===== src/ias_pkg.sv =====
// package for the indirect address and stack unit
// assumes a single core clock domain driven by the cpu datapath
package ias_pkg;
	// ****************************************
	// stack geometry
	// ****************************************
	localparam int STACK_DEPTH = 16;
	localparam int PC_W = 15;
	localparam int PTR_W = 16;
	localparam int DATA_W = 8;
	// ****************************************
	// pointer address map
	// ****************************************
	localparam logic [15:0] TRAD_LAST = 16'h0FFF;
	localparam logic [15:0] LIN_FIRST = 16'h2000;
	localparam logic [15:0] LIN_LAST = 16'h29AF;
	localparam logic [6:0] LIN_BLOCK = 7'h50;
	localparam logic [6:0] RAM_BASE = 7'h20;
	localparam logic [11:0] WIN0_ADDR = 12'h000;
	localparam logic [11:0] WIN1_ADDR = 12'h001;
	localparam logic [6:0] BANK_MASK = 7'h7F;
	localparam int FLASH_BIT = 15;
	localparam logic [7:0] ZERO_BYTE = 8'h00;
	// ****************************************
	// axi4-lite map (byte addresses)
	// ****************************************
	localparam logic [7:0] REG_CTRL = 8'h00;
	localparam logic [7:0] REG_STATUS = 8'h04;
	localparam logic [7:0] REG_MASK = 8'h08;
	localparam logic [7:0] REG_DEPTH = 8'h0C;
	localparam int CTRL_SFRE = 0;
	localparam int ST_OVF = 0;
	localparam int ST_UNF = 1;
	localparam int ST_W = 2;
	localparam logic [1:0] RESP_OK = 2'h0;
	localparam logic [1:0] RESP_SLVERR = 2'h2;
	typedef enum logic [1:0] {IAS_REG_TRAD, IAS_REG_LIN, IAS_REG_FLASH, IAS_REG_NONE} ias_region_t;
	typedef enum {IAS_MA_IDLE, IAS_MA_WAIT, IAS_MA_DONE} ias_mstate_t;
endpackage : ias_pkg


===== src/ias_mem_if.sv =====
// interface between the top and the pointer decoder
// assumes one clock domain
`timescale 1ns/1ps
`default_nettype none
interface ias_mem_if;
	logic [15:0] ptr;
	ias_pkg::ias_region_t region;
	logic [11:0] phys_addr;
	logic [14:0] flash_addr;
	logic window_hit;
	logic unimpl;
	modport decoder (input ptr, output region, output phys_addr, output flash_addr,
		output window_hit, output unimpl);
	modport user (output ptr, input region, input phys_addr, input flash_addr,
		input window_hit, input unimpl);
endinterface : ias_mem_if
`default_nettype wire


===== src/ias_indirect_addr_stack_unit.sv =====
// top of the indirect addressing and return stack unit
// assumes the cpu datapath issues one operation per cycle on the same clock
`timescale 1ns/1ps
`default_nettype none
// Notes on behaviour
// - with fault reset enabled, push past sixteen or pop below one resets device.
// - fault reset sets overflow flag for push, underflow flag for pop.
// - each return with a non-empty stack pops stack and loads popped address into program counter.
// - interrupt entry pushes return address exactly like a call.
// - window registers hold nothing; access goes to pointer address.
// - pointer naming a window register reads zero.
// - pointer naming a window register discards writes; flags may change.
// - pointer is high byte concatenated with low byte, sixteen bits.
// - pointer space splits into traditional, linear and flash regions.
// - pointer 0x000 to 0xFFF maps to absolute register addresses.
// - 0x2000 to 0x29AF views the ram blocks of banks 0 to 30 contiguously, no common bytes.
// - unimplemented linear locations read zero.
// - pointer top bit set addresses flash, low byte only, no writes.
// - flash access through window takes one extra cycle.
module ias_indirect_addr_stack_unit (
	input wire logic core_clk,
	input wire logic sys_rst,
	input wire logic call_req,
	input wire logic irq_entry,
	input wire logic ret_req,
	input wire logic [14:0] return_addr,
	input wire logic [7:0] pointer_high_byte,
	input wire logic [7:0] pointer_low_byte,
	input wire logic ind_rd,
	input wire logic ind_wr,
	input wire logic [7:0] ind_wdata,
	input wire logic [7:0] ram_rdata,
	input wire logic [7:0] flash_rdata,
	input wire logic s_axi_awvalid,
	output logic s_axi_awready,
	input wire logic [7:0] s_axi_awaddr,
	input wire logic s_axi_wvalid,
	output logic s_axi_wready,
	input wire logic [31:0] s_axi_wdata,
	input wire logic [3:0] s_axi_wstrb,
	output logic s_axi_bvalid,
	input wire logic s_axi_bready,
	output logic [1:0] s_axi_bresp,
	input wire logic s_axi_arvalid,
	output logic s_axi_arready,
	input wire logic [7:0] s_axi_araddr,
	output logic s_axi_rvalid,
	input wire logic s_axi_rready,
	output logic [31:0] s_axi_rdata,
	output logic [1:0] s_axi_rresp,
	output logic [14:0] pc_load_addr,
	output logic pc_load,
	output logic [11:0] ram_addr,
	output logic ram_we,
	output logic [7:0] ram_wdata,
	output logic [14:0] flash_addr,
	output logic [7:0] ind_rdata,
	output logic ind_valid,
	output logic ind_stall,
	output logic device_reset,
	output logic stack_over_flag,
	output logic stack_under_flag,
	output logic irq
);
	// ****************************************
	// stack
	// ****************************************
	logic push;
	logic [14:0] top;
	logic ovf;
	logic unf;
	logic [4:0] level;
	logic fault_en_q;
	logic [ias_pkg::ST_W-1:0] st_q;
	logic [ias_pkg::ST_W-1:0] mask_q;
	logic st_rd_clr;
	assign push = call_req || irq_entry;
	ias_stack u_stack (
		.core_clk(core_clk),
		.sys_rst(sys_rst),
		.push(push),
		.pop(ret_req),
		.push_addr(return_addr),
		.top_addr(top),
		.ovf(ovf),
		.unf(unf),
		.level(level)
	);
	always_ff @(posedge core_clk or posedge sys_rst) begin
		if (sys_rst) begin
			pc_load <= 1'b0;
			pc_load_addr <= '0;
		end else begin
			pc_load <= ret_req && !unf;
			pc_load_addr <= top;
		end
	end
	// power control status flags survive the reset they cause
	always_ff @(posedge core_clk or posedge sys_rst) begin
		if (sys_rst) begin
			device_reset <= 1'b0;
			stack_over_flag <= 1'b0;
			stack_under_flag <= 1'b0;
		end else begin
			device_reset <= fault_en_q && (ovf || unf);
			if (fault_en_q && ovf) begin
				stack_over_flag <= 1'b1;
			end
			if (fault_en_q && unf) begin
				stack_under_flag <= 1'b1;
			end
		end
	end
	// ****************************************
	// indirect access
	// ****************************************
	ias_mem_if mi ();
	assign mi.ptr = {pointer_high_byte, pointer_low_byte};
	ias_ptr_decode u_dec (
		.m(mi)
	);
	logic flash_wait_q;
	logic is_flash;
	logic rd_zero;
	assign is_flash = mi.region == ias_pkg::IAS_REG_FLASH;
	assign rd_zero = mi.window_hit || mi.unimpl;
	always_ff @(posedge core_clk or posedge sys_rst) begin
		if (sys_rst) begin
			flash_wait_q <= 1'b0;
		end else if (ind_rd && is_flash) begin
			flash_wait_q <= !flash_wait_q;
		end else begin
			flash_wait_q <= 1'b0;
		end
	end
	always_ff @(posedge core_clk or posedge sys_rst) begin
		if (sys_rst) begin
			ram_addr <= '0;
			ram_we <= 1'b0;
			ram_wdata <= ias_pkg::ZERO_BYTE;
			flash_addr <= '0;
		end else begin
			ram_addr <= mi.phys_addr;
			flash_addr <= mi.flash_addr;
			ram_wdata <= ind_wdata;
			// no writes to flash, window self-reference or holes
			ram_we <= ind_wr && !rd_zero && !is_flash;
		end
	end
	always_ff @(posedge core_clk or posedge sys_rst) begin
		if (sys_rst) begin
			ind_rdata <= ias_pkg::ZERO_BYTE;
			ind_valid <= 1'b0;
			ind_stall <= 1'b0;
		end else begin
			ind_stall <= ind_rd && is_flash && !flash_wait_q;
			ind_valid <= ind_rd && (!is_flash || flash_wait_q);
			if (rd_zero) begin
				ind_rdata <= ias_pkg::ZERO_BYTE;
			end else if (is_flash) begin
				ind_rdata <= flash_rdata;
			end else begin
				ind_rdata <= ram_rdata;
			end
		end
	end
	// ****************************************
	// axi4-lite slave
	// ****************************************
	logic aw_q;
	logic w_q;
	logic [7:0] awaddr_q;
	logic [31:0] wdata_q;
	logic [3:0] wstrb_q;
	logic wr_go;
	assign wr_go = aw_q && w_q && !s_axi_bvalid;
	always_ff @(posedge core_clk or posedge sys_rst) begin
		if (sys_rst) begin
			aw_q <= 1'b0;
			w_q <= 1'b0;
			awaddr_q <= '0;
			wdata_q <= '0;
			wstrb_q <= '0;
			s_axi_awready <= 1'b0;
			s_axi_wready <= 1'b0;
			s_axi_bvalid <= 1'b0;
			s_axi_bresp <= ias_pkg::RESP_OK;
		end else begin
			if (s_axi_awvalid && s_axi_awready) begin
				aw_q <= 1'b1;
				awaddr_q <= s_axi_awaddr;
			end
			if (s_axi_wvalid && s_axi_wready) begin
				w_q <= 1'b1;
				wdata_q <= s_axi_wdata;
				wstrb_q <= s_axi_wstrb;
			end
			// readies registered: drop with the accept, return with the response
			s_axi_awready <= wr_go || (!aw_q && !(s_axi_awvalid && s_axi_awready));
			s_axi_wready <= wr_go || (!w_q && !(s_axi_wvalid && s_axi_wready));
			if (wr_go) begin
				aw_q <= 1'b0;
				w_q <= 1'b0;
				s_axi_bvalid <= 1'b1;
				s_axi_bresp <= (awaddr_q == ias_pkg::REG_CTRL || awaddr_q == ias_pkg::REG_MASK)
					? ias_pkg::RESP_OK : ias_pkg::RESP_SLVERR;
			end else if (s_axi_bvalid && s_axi_bready) begin
				s_axi_bvalid <= 1'b0;
			end
		end
	end
	always_ff @(posedge core_clk or posedge sys_rst) begin
		if (sys_rst) begin
			fault_en_q <= 1'b0;
			mask_q <= '0;
		end else if (wr_go && wstrb_q[0]) begin
			if (awaddr_q == ias_pkg::REG_CTRL) begin
				fault_en_q <= wdata_q[ias_pkg::CTRL_SFRE];
			end
			if (awaddr_q == ias_pkg::REG_MASK) begin
				mask_q <= wdata_q[ias_pkg::ST_W-1:0];
			end
		end
	end
	// read port registered: arready only while idle
	assign st_rd_clr = s_axi_arvalid && s_axi_arready && s_axi_araddr == ias_pkg::REG_STATUS;
	always_ff @(posedge core_clk or posedge sys_rst) begin
		if (sys_rst) begin
			s_axi_rvalid <= 1'b0;
			s_axi_arready <= 1'b0;
			s_axi_rdata <= '0;
			s_axi_rresp <= ias_pkg::RESP_OK;
		end else if (s_axi_arvalid && s_axi_arready) begin
			s_axi_rvalid <= 1'b1;
			s_axi_arready <= 1'b0;
			s_axi_rresp <= ias_pkg::RESP_OK;
			case (s_axi_araddr)
				ias_pkg::REG_CTRL: s_axi_rdata <= {31'h0, fault_en_q};
				ias_pkg::REG_STATUS: s_axi_rdata <= {30'h0, st_q};
				ias_pkg::REG_MASK: s_axi_rdata <= {30'h0, mask_q};
				ias_pkg::REG_DEPTH: s_axi_rdata <= {27'h0, level};
				default: begin
					s_axi_rdata <= '0;
					s_axi_rresp <= ias_pkg::RESP_SLVERR;
				end
			endcase
		end else if (s_axi_rvalid && s_axi_rready) begin
			s_axi_rvalid <= 1'b0;
			s_axi_arready <= 1'b1;
		end else begin
			s_axi_arready <= !s_axi_rvalid;
		end
	end
	// ****************************************
	// interrupt status, read clears, set wins
	// ****************************************
	always_ff @(posedge core_clk or posedge sys_rst) begin
		if (sys_rst) begin
			st_q <= '0;
		end else begin
			st_q <= (st_rd_clr ? '0 : st_q) | {unf, ovf};
		end
	end
	always_ff @(posedge core_clk or posedge sys_rst) begin
		if (sys_rst) begin
			irq <= 1'b0;
		end else begin
			irq <= |(((st_rd_clr ? '0 : st_q) | {unf, ovf}) & mask_q);
		end
	end
endmodule : ias_indirect_addr_stack_unit
`default_nettype wire


===== src/ias_ptr_decode.sv =====
// pointer region decoder, purely combinational
// assumes pointer comes from same-clock registers
`timescale 1ns/1ps
`default_nettype none
module ias_ptr_decode (
	ias_mem_if.decoder m
);
	logic [15:0] lin_off;
	logic [6:0] lin_bank;
	logic [6:0] lin_idx;
	always_comb begin
		lin_off = m.ptr - ias_pkg::LIN_FIRST;
		lin_bank = 7'(lin_off / 16'(ias_pkg::LIN_BLOCK));
		lin_idx = 7'(lin_off % 16'(ias_pkg::LIN_BLOCK));
		m.region = ias_pkg::IAS_REG_NONE;
		m.phys_addr = 12'h000;
		m.flash_addr = m.ptr[14:0];
		m.unimpl = 1'b0;
		if (m.ptr[ias_pkg::FLASH_BIT]) begin
			m.region = ias_pkg::IAS_REG_FLASH;
		end else if (m.ptr <= ias_pkg::TRAD_LAST) begin
			m.region = ias_pkg::IAS_REG_TRAD;
			m.phys_addr = m.ptr[11:0];
		end else if (m.ptr >= ias_pkg::LIN_FIRST && m.ptr <= ias_pkg::LIN_LAST) begin
			// common bytes skipped: each bank contributes only its ram block
			m.region = ias_pkg::IAS_REG_LIN;
			m.phys_addr = {lin_bank[4:0], 7'(ias_pkg::RAM_BASE + lin_idx)};
		end else begin
			m.unimpl = 1'b1;
		end
		// window check on the final physical address, both regions
		m.window_hit = (m.region == ias_pkg::IAS_REG_TRAD || m.region == ias_pkg::IAS_REG_LIN)
			&& ({5'h00, m.phys_addr[6:0]} == ias_pkg::WIN0_ADDR
			|| {5'h00, m.phys_addr[6:0]} == ias_pkg::WIN1_ADDR);
	end
endmodule : ias_ptr_decode
`default_nettype wire


===== src/ias_stack.sv =====
// sixteen-level return address stack
// assumes at most one of push or pop per cycle
`timescale 1ns/1ps
`default_nettype none
module ias_stack #(
	parameter int DEPTH = ias_pkg::STACK_DEPTH,
	parameter int AW = ias_pkg::PC_W
) (
	input wire logic core_clk,
	input wire logic sys_rst,
	input wire logic push,
	input wire logic pop,
	input wire logic [AW-1:0] push_addr,
	output logic [AW-1:0] top_addr,
	output logic ovf,
	output logic unf,
	output logic [4:0] level
);
	logic [AW-1:0] mem [DEPTH];
	logic [4:0] level_q;
	assign level = level_q;
	assign top_addr = (level_q == 5'h00) ? '0 : mem[4'(level_q - 5'h01)];
	assign ovf = push && level_q == 5'(DEPTH);
	assign unf = pop && level_q == 5'h00;
	always_ff @(posedge core_clk or posedge sys_rst) begin
		if (sys_rst) begin
			level_q <= 5'h00;
		end else if (push && !ovf) begin
			level_q <= level_q + 5'h01;
		end else if (pop && !unf) begin
			level_q <= level_q - 5'h01;
		end
	end
	always_ff @(posedge core_clk) begin
		if (push && !ovf) begin
			mem[level_q[3:0]] <= push_addr;
		end
	end
endmodule : ias_stack
`default_nettype wire


===== config.mk =====
export PLATFORM = sky130hd
export DESIGN_NAME = ias_indirect_addr_stack_unit
export DESIGN_NICKNAME = d
export VERILOG_FILES = /design/src/ias_pkg.sv /design/src/ias_mem_if.sv /design/src/ias_indirect_addr_stack_unit.sv /design/src/ias_ptr_decode.sv /design/src/ias_stack.sv
export SDC_FILE = /design/constraint.sdc
export NUM_CORES = 1
export LEC_CHECK = 0
export BUFFER_PORTS_ARGS = -buffer_cell sky130_fd_sc_hd__clkbuf_2
export CAP_MARGIN = 15
export CORE_UTILIZATION = 30
export CTS_CLUSTER_SIZE = 20
export DETAILED_ROUTE_END_ITERATION = 12
export PLACE_DENSITY_LB_ADDON = 0.25
export SLEW_MARGIN = 20
export SYNTH_ARGS = -nofsm -noshare
export SYNTH_HDL_FRONTEND = slang
export SYNTH_SLANG_ARGS = --single-unit

===== constraint.sdc =====
create_clock -name core_clk -period 11.1 [get_ports core_clk]
set_input_delay 1.11 -clock core_clk [delete_from_list [all_inputs] [get_ports core_clk]]
set_output_delay 1.11 -clock core_clk [all_outputs]
set_load 0.05 [all_outputs]

==> summary.txt <==
Placement
  – Final HPWL DP: 23500 um
  – Port Buf Inserts: 163
  – RD Place Congestion: 0.847
  – Dpl cells: 1793

Drt
  – Post-DRT Antenna Nets: 0
  – Drt total wl: 37400 um
  – Vias per inst: 4.93
  – Starting DRT DRC Count: 799
  – Routed len/inst: 20.1 um
  – Drt pass-1 iters: 5
  – DRC Markers: 0
  – Total vias in the final route: 9191

Worst setup path
  – CP cell instances: clkbuf_2 > inv_1 > ha_1 > xnor2_2 > mux2_2 > a221oi_2 > nor4_4 > a32oi_2 > nand3b_4 > nor3_4 > nand2b_1 > nand3_1 > o21a_1 > a211o_1 > nor4_4 > a22o_2 > a31oi_1 > a2111oi_4 > nand3_1 > mux2i_1 > o31ai_1 > and3_1 > a21oi_2
  – Slowest CP cell: nor4_4
  – R2r worst-path depth: 7
  – FF-to-FF End: pc_load_addr[12]$_DFF_PP0_
  – CP Capture Type: flip-flop
  – WP data required: 11490 ps
  – CP peak stage delay: 710 ps
  – R2R setup slack: 7120 ps
  – Crit path max fanout: 20
  – Reg2reg start: u_stack.level[0]$_DFFE_PP0P_
  – Critical path data arrival time: 8590 ps
  – Crit path capture: ram_we$_DFF_PP0_
  – Crit path kind: in2reg
  – Critical Path Start Type: primary input
  – Setup crit start: pointer_high_byte[5]

Clocking
  – Hold_buf cts: 0
  – Post-CTS setup repair buffer count: 0
  – Num Clock Sinks: 341
  – Root buf cell: clkbuf_16
  – Latest clock arrival within the worst-skew pair: 550 ps
  – Clk slew on worst S/H paths: 50 ps
  – Htree depth: 2
  – CTS tree: yes
  – PostCTS Resize Cnt: 0
  – Num CTS Buffers: 39
  – Max Buffers Root-to-Sink: 3

Power
  – P per Cell Area: 264 nW/um^2
  – VDD IR max: 153 uV
  – Tot Pwr: 4.74 mW
  – P_leak: 6.64 nW

Floorplan
  – Die area: 51900 um^2
  – Die Y: 228 um
  – Starting Density: 0.305
  – Die W: 228 um
  – Top-Level Pins: 226
  – FP Rows: 82
  – Core Box Area: 50300 um^2

Synthesis
  – Largest cells by area after synthesis: edfxtp_1 (47%), dfrtp_1 (17%), mux4_2 (8.8%)
  – Post-synthesis sequential area ratio: 0.636
  – Synthesis Warnings: 0
  – Synth Flop Type: edfxtp_1
  – Syn_area_per_cell: 15.2 um^2
  – Cells after Synth: 1010
  – Largest area contributor in the netlist: edfxtp_1
  – Synth Register Bits: 341
  – Synth async-reset ratio: 0.296
  – Post-synth top area share: 0.471
  – Number of flops mapped to enable cells by yosys: 240
  – Area of the mapped netlist: 15300 um^2
  – Cell variety after synth: 101

Global route
  – Grt met2 use: 0.225
  – First-pass GRT wire length: 57700 um
  – Pin count of the biggest net entering global routing: 60
  – Total track usage: 0.144
  – M3 GR Usage: 0.0264
  – M1 GR Usage: 0.206
  – Vias in the first global route: 9253
  – Gr ovfl total: 0
  – Initial antenna violation count: 3
  – Grt peak-use layer: met2

STA
  – Worst Skew: 18.1 ps
  – Max Slew Vio Count: 0
  – Setup violators final: 0
  – Max Clock Freq: 0.122 GHz
  – Final min period: 8200 ps
  – Final hold violations: 0
  – Fin crit share: 0.739
  – Unrepaired setup endpoints after global routing: false
  – Rel. slew slack: 0.283
  – Worst-Margin Slew: 1080 ps
  – Setup TNS: 0 ps

Status
  – Outcome: finished clean

Job
  – MaxCap Viol Count: 0

Cells and area
  – Final net count: 1288
  – Fin util: 0.358
  – Fill count: 4837
  – Area delta synth->final: 17.5%
  – Share of cells above drive strength 1: 0.308
  – # diodes: 0
  – Post-Layout Cell Count: 1863

Min path
  – Worst hold path type: reg2reg
  – Hold depth: 2
==> logic make-up after synthesis <==
| logic type | after synthesis | synth area share |
|---|---|---|
| and+or+nand+nor | 226 | 0.0837 |
| other | 1 | 0.000245 |
| AOI/OAI and AO/OA | 208 | 0.110 |
| muxes | 96 | 0.113 |
| adders and majority gates | 9 | 0.00703 |
| DFF | 341 | 0.636 |
| buffers and inverters | 110 | 0.0378 |
| xor gates and xnor gates | 19 | 0.0123 |
==> placed cells by master, fill, tap and decap left out, drive strengths merged, types with 29 or more instances in the layout <==
cell / netlist / final
a211oi: 37 / 37
a21oi: 33 / 33
clkbuf: 38 / 214
conb: 1 / 29
dfrtp: 101 / 101
edfxtp: 240 / 240
mux4: 60 / 60
nand2: 46 / 46
nor2: 38 / 38
==> per-layer routing <==
metal / vias to the layer above / share of wire / wire, um
met5: - / 0.00064 / 24
met4: 4 / 0.019 / 723
met3: 55 / 0.046 / 1700
met2: 271 / 0.46 / 17300
met1: 4641 / 0.47 / 17600
li1: 4220 / - / -
==> per-stage QoR <==
stage | hold slack (ps) | setup WS, ps | cell area [um^2]
detailed placement | 471 | 2320 | 16700
CTS | 484 | 2900 | 18000
global route | 508 | 2360 | 18000
floorplan | 471 | 4280 | 15400
finish | 479 | 2900 | 18000
global placement | 463 | 2420 | 16700
==> worst min path at each step <==
| stage | startpoint | end | slack [ps] |
|---|---|---|---|
| 2_1_floorplan | st_q[0]$_DFF_PP0_ | st_q[0]$_DFF_PP0_ | 470 |
| 3_3_place_gp | s_axi_bresp[1]$_DFFE_PP0P_ | s_axi_bresp[1]$_DFFE_PP0P_ | 460 |
| 3_5_place_dp | s_axi_bresp[1]$_DFFE_PP0P_ | s_axi_bresp[1]$_DFFE_PP0P_ | 470 |
| 4_1_cts | s_axi_bresp[1]$_DFFE_PP0P_ | s_axi_bresp[1]$_DFFE_PP0P_ | 480 |
| 5_1_grt | stack_under_flag$_DFFE_PP0P_ | stack_under_flag$_DFFE_PP0P_ | 510 |
| 6_report | s_axi_bresp[1]$_DFFE_PP0P_ | s_axi_bresp[1]$_DFFE_PP0P_ | 480 |
==> power breakdown <==
group | switching (mW) | leakage [nW] | internal (mW)
Sequential | 0.109 | 3.41 | 1.59
Clock | 0.517 | 0.639 | 0.787
Combinational | 1.07 | 2.58 | 0.670
==> Yosys cell counts, types with 5 or more instances <==
master    number
and3_1        11
xnor2_1       11
o21ai_0       20
o31ai_1        7
edfxtp_1     240
nor4_1         5
buf_4         32
a22o_1         6
inv_1         20
ha_1           7
nand4_1        8
nor2_1        36
a211oi_1      36
buf_6          5
mux2i_1       20
and2_1        24
nor2b_1       24
xor2_1         6
or3_1          6
a21oi_1       24
clkbuf_1      38
buf_2          6
o211ai_1       5
buf_1          7
nor3_1        13
o21a_1         7
a22oi_1       14
dfrtp_1      101
a21oi_2        9
a31oi_1        5
mux4_2        60
nand2_1       45
nand3_1       19
mux2_2        16
nand2b_1       5
==> registers in the layout, indices dropped and copies added, names as in the netlist, 2 cells and up <==
register / cells
u_stack.mem: 240
flash_addr: 15
pc_load_addr: 15
ram_addr: 12
awaddr_q: 8
ind_rdata: 8
ram_wdata: 8
s_axi_rdata: 5
u_stack.level: 5
mask_q: 2
st_q: 2
wdata_q: 2
==> critical path, delay by kind of cell <==
family	cells	cell delay, ps
simple gates	8	2610
xor+xnor	1	510
mux	2	600
fa+ha+maj	1	310
compound gates	9	2920
buf+inv	2	520
==> cell type report <==
type                    count  area [um^2]  area share
clock inverters            19          273      0.0152
clock buffers              51         1040      0.0579
repair buffers            171          876      0.0487
inverters                  22         85.1     0.00473
flip-flops and latches    341         9740       0.541
multi-input cells         587         5140       0.286
well taps                 672          841      0.0467
No activity file was read; power rests on OpenSTA's default activity.
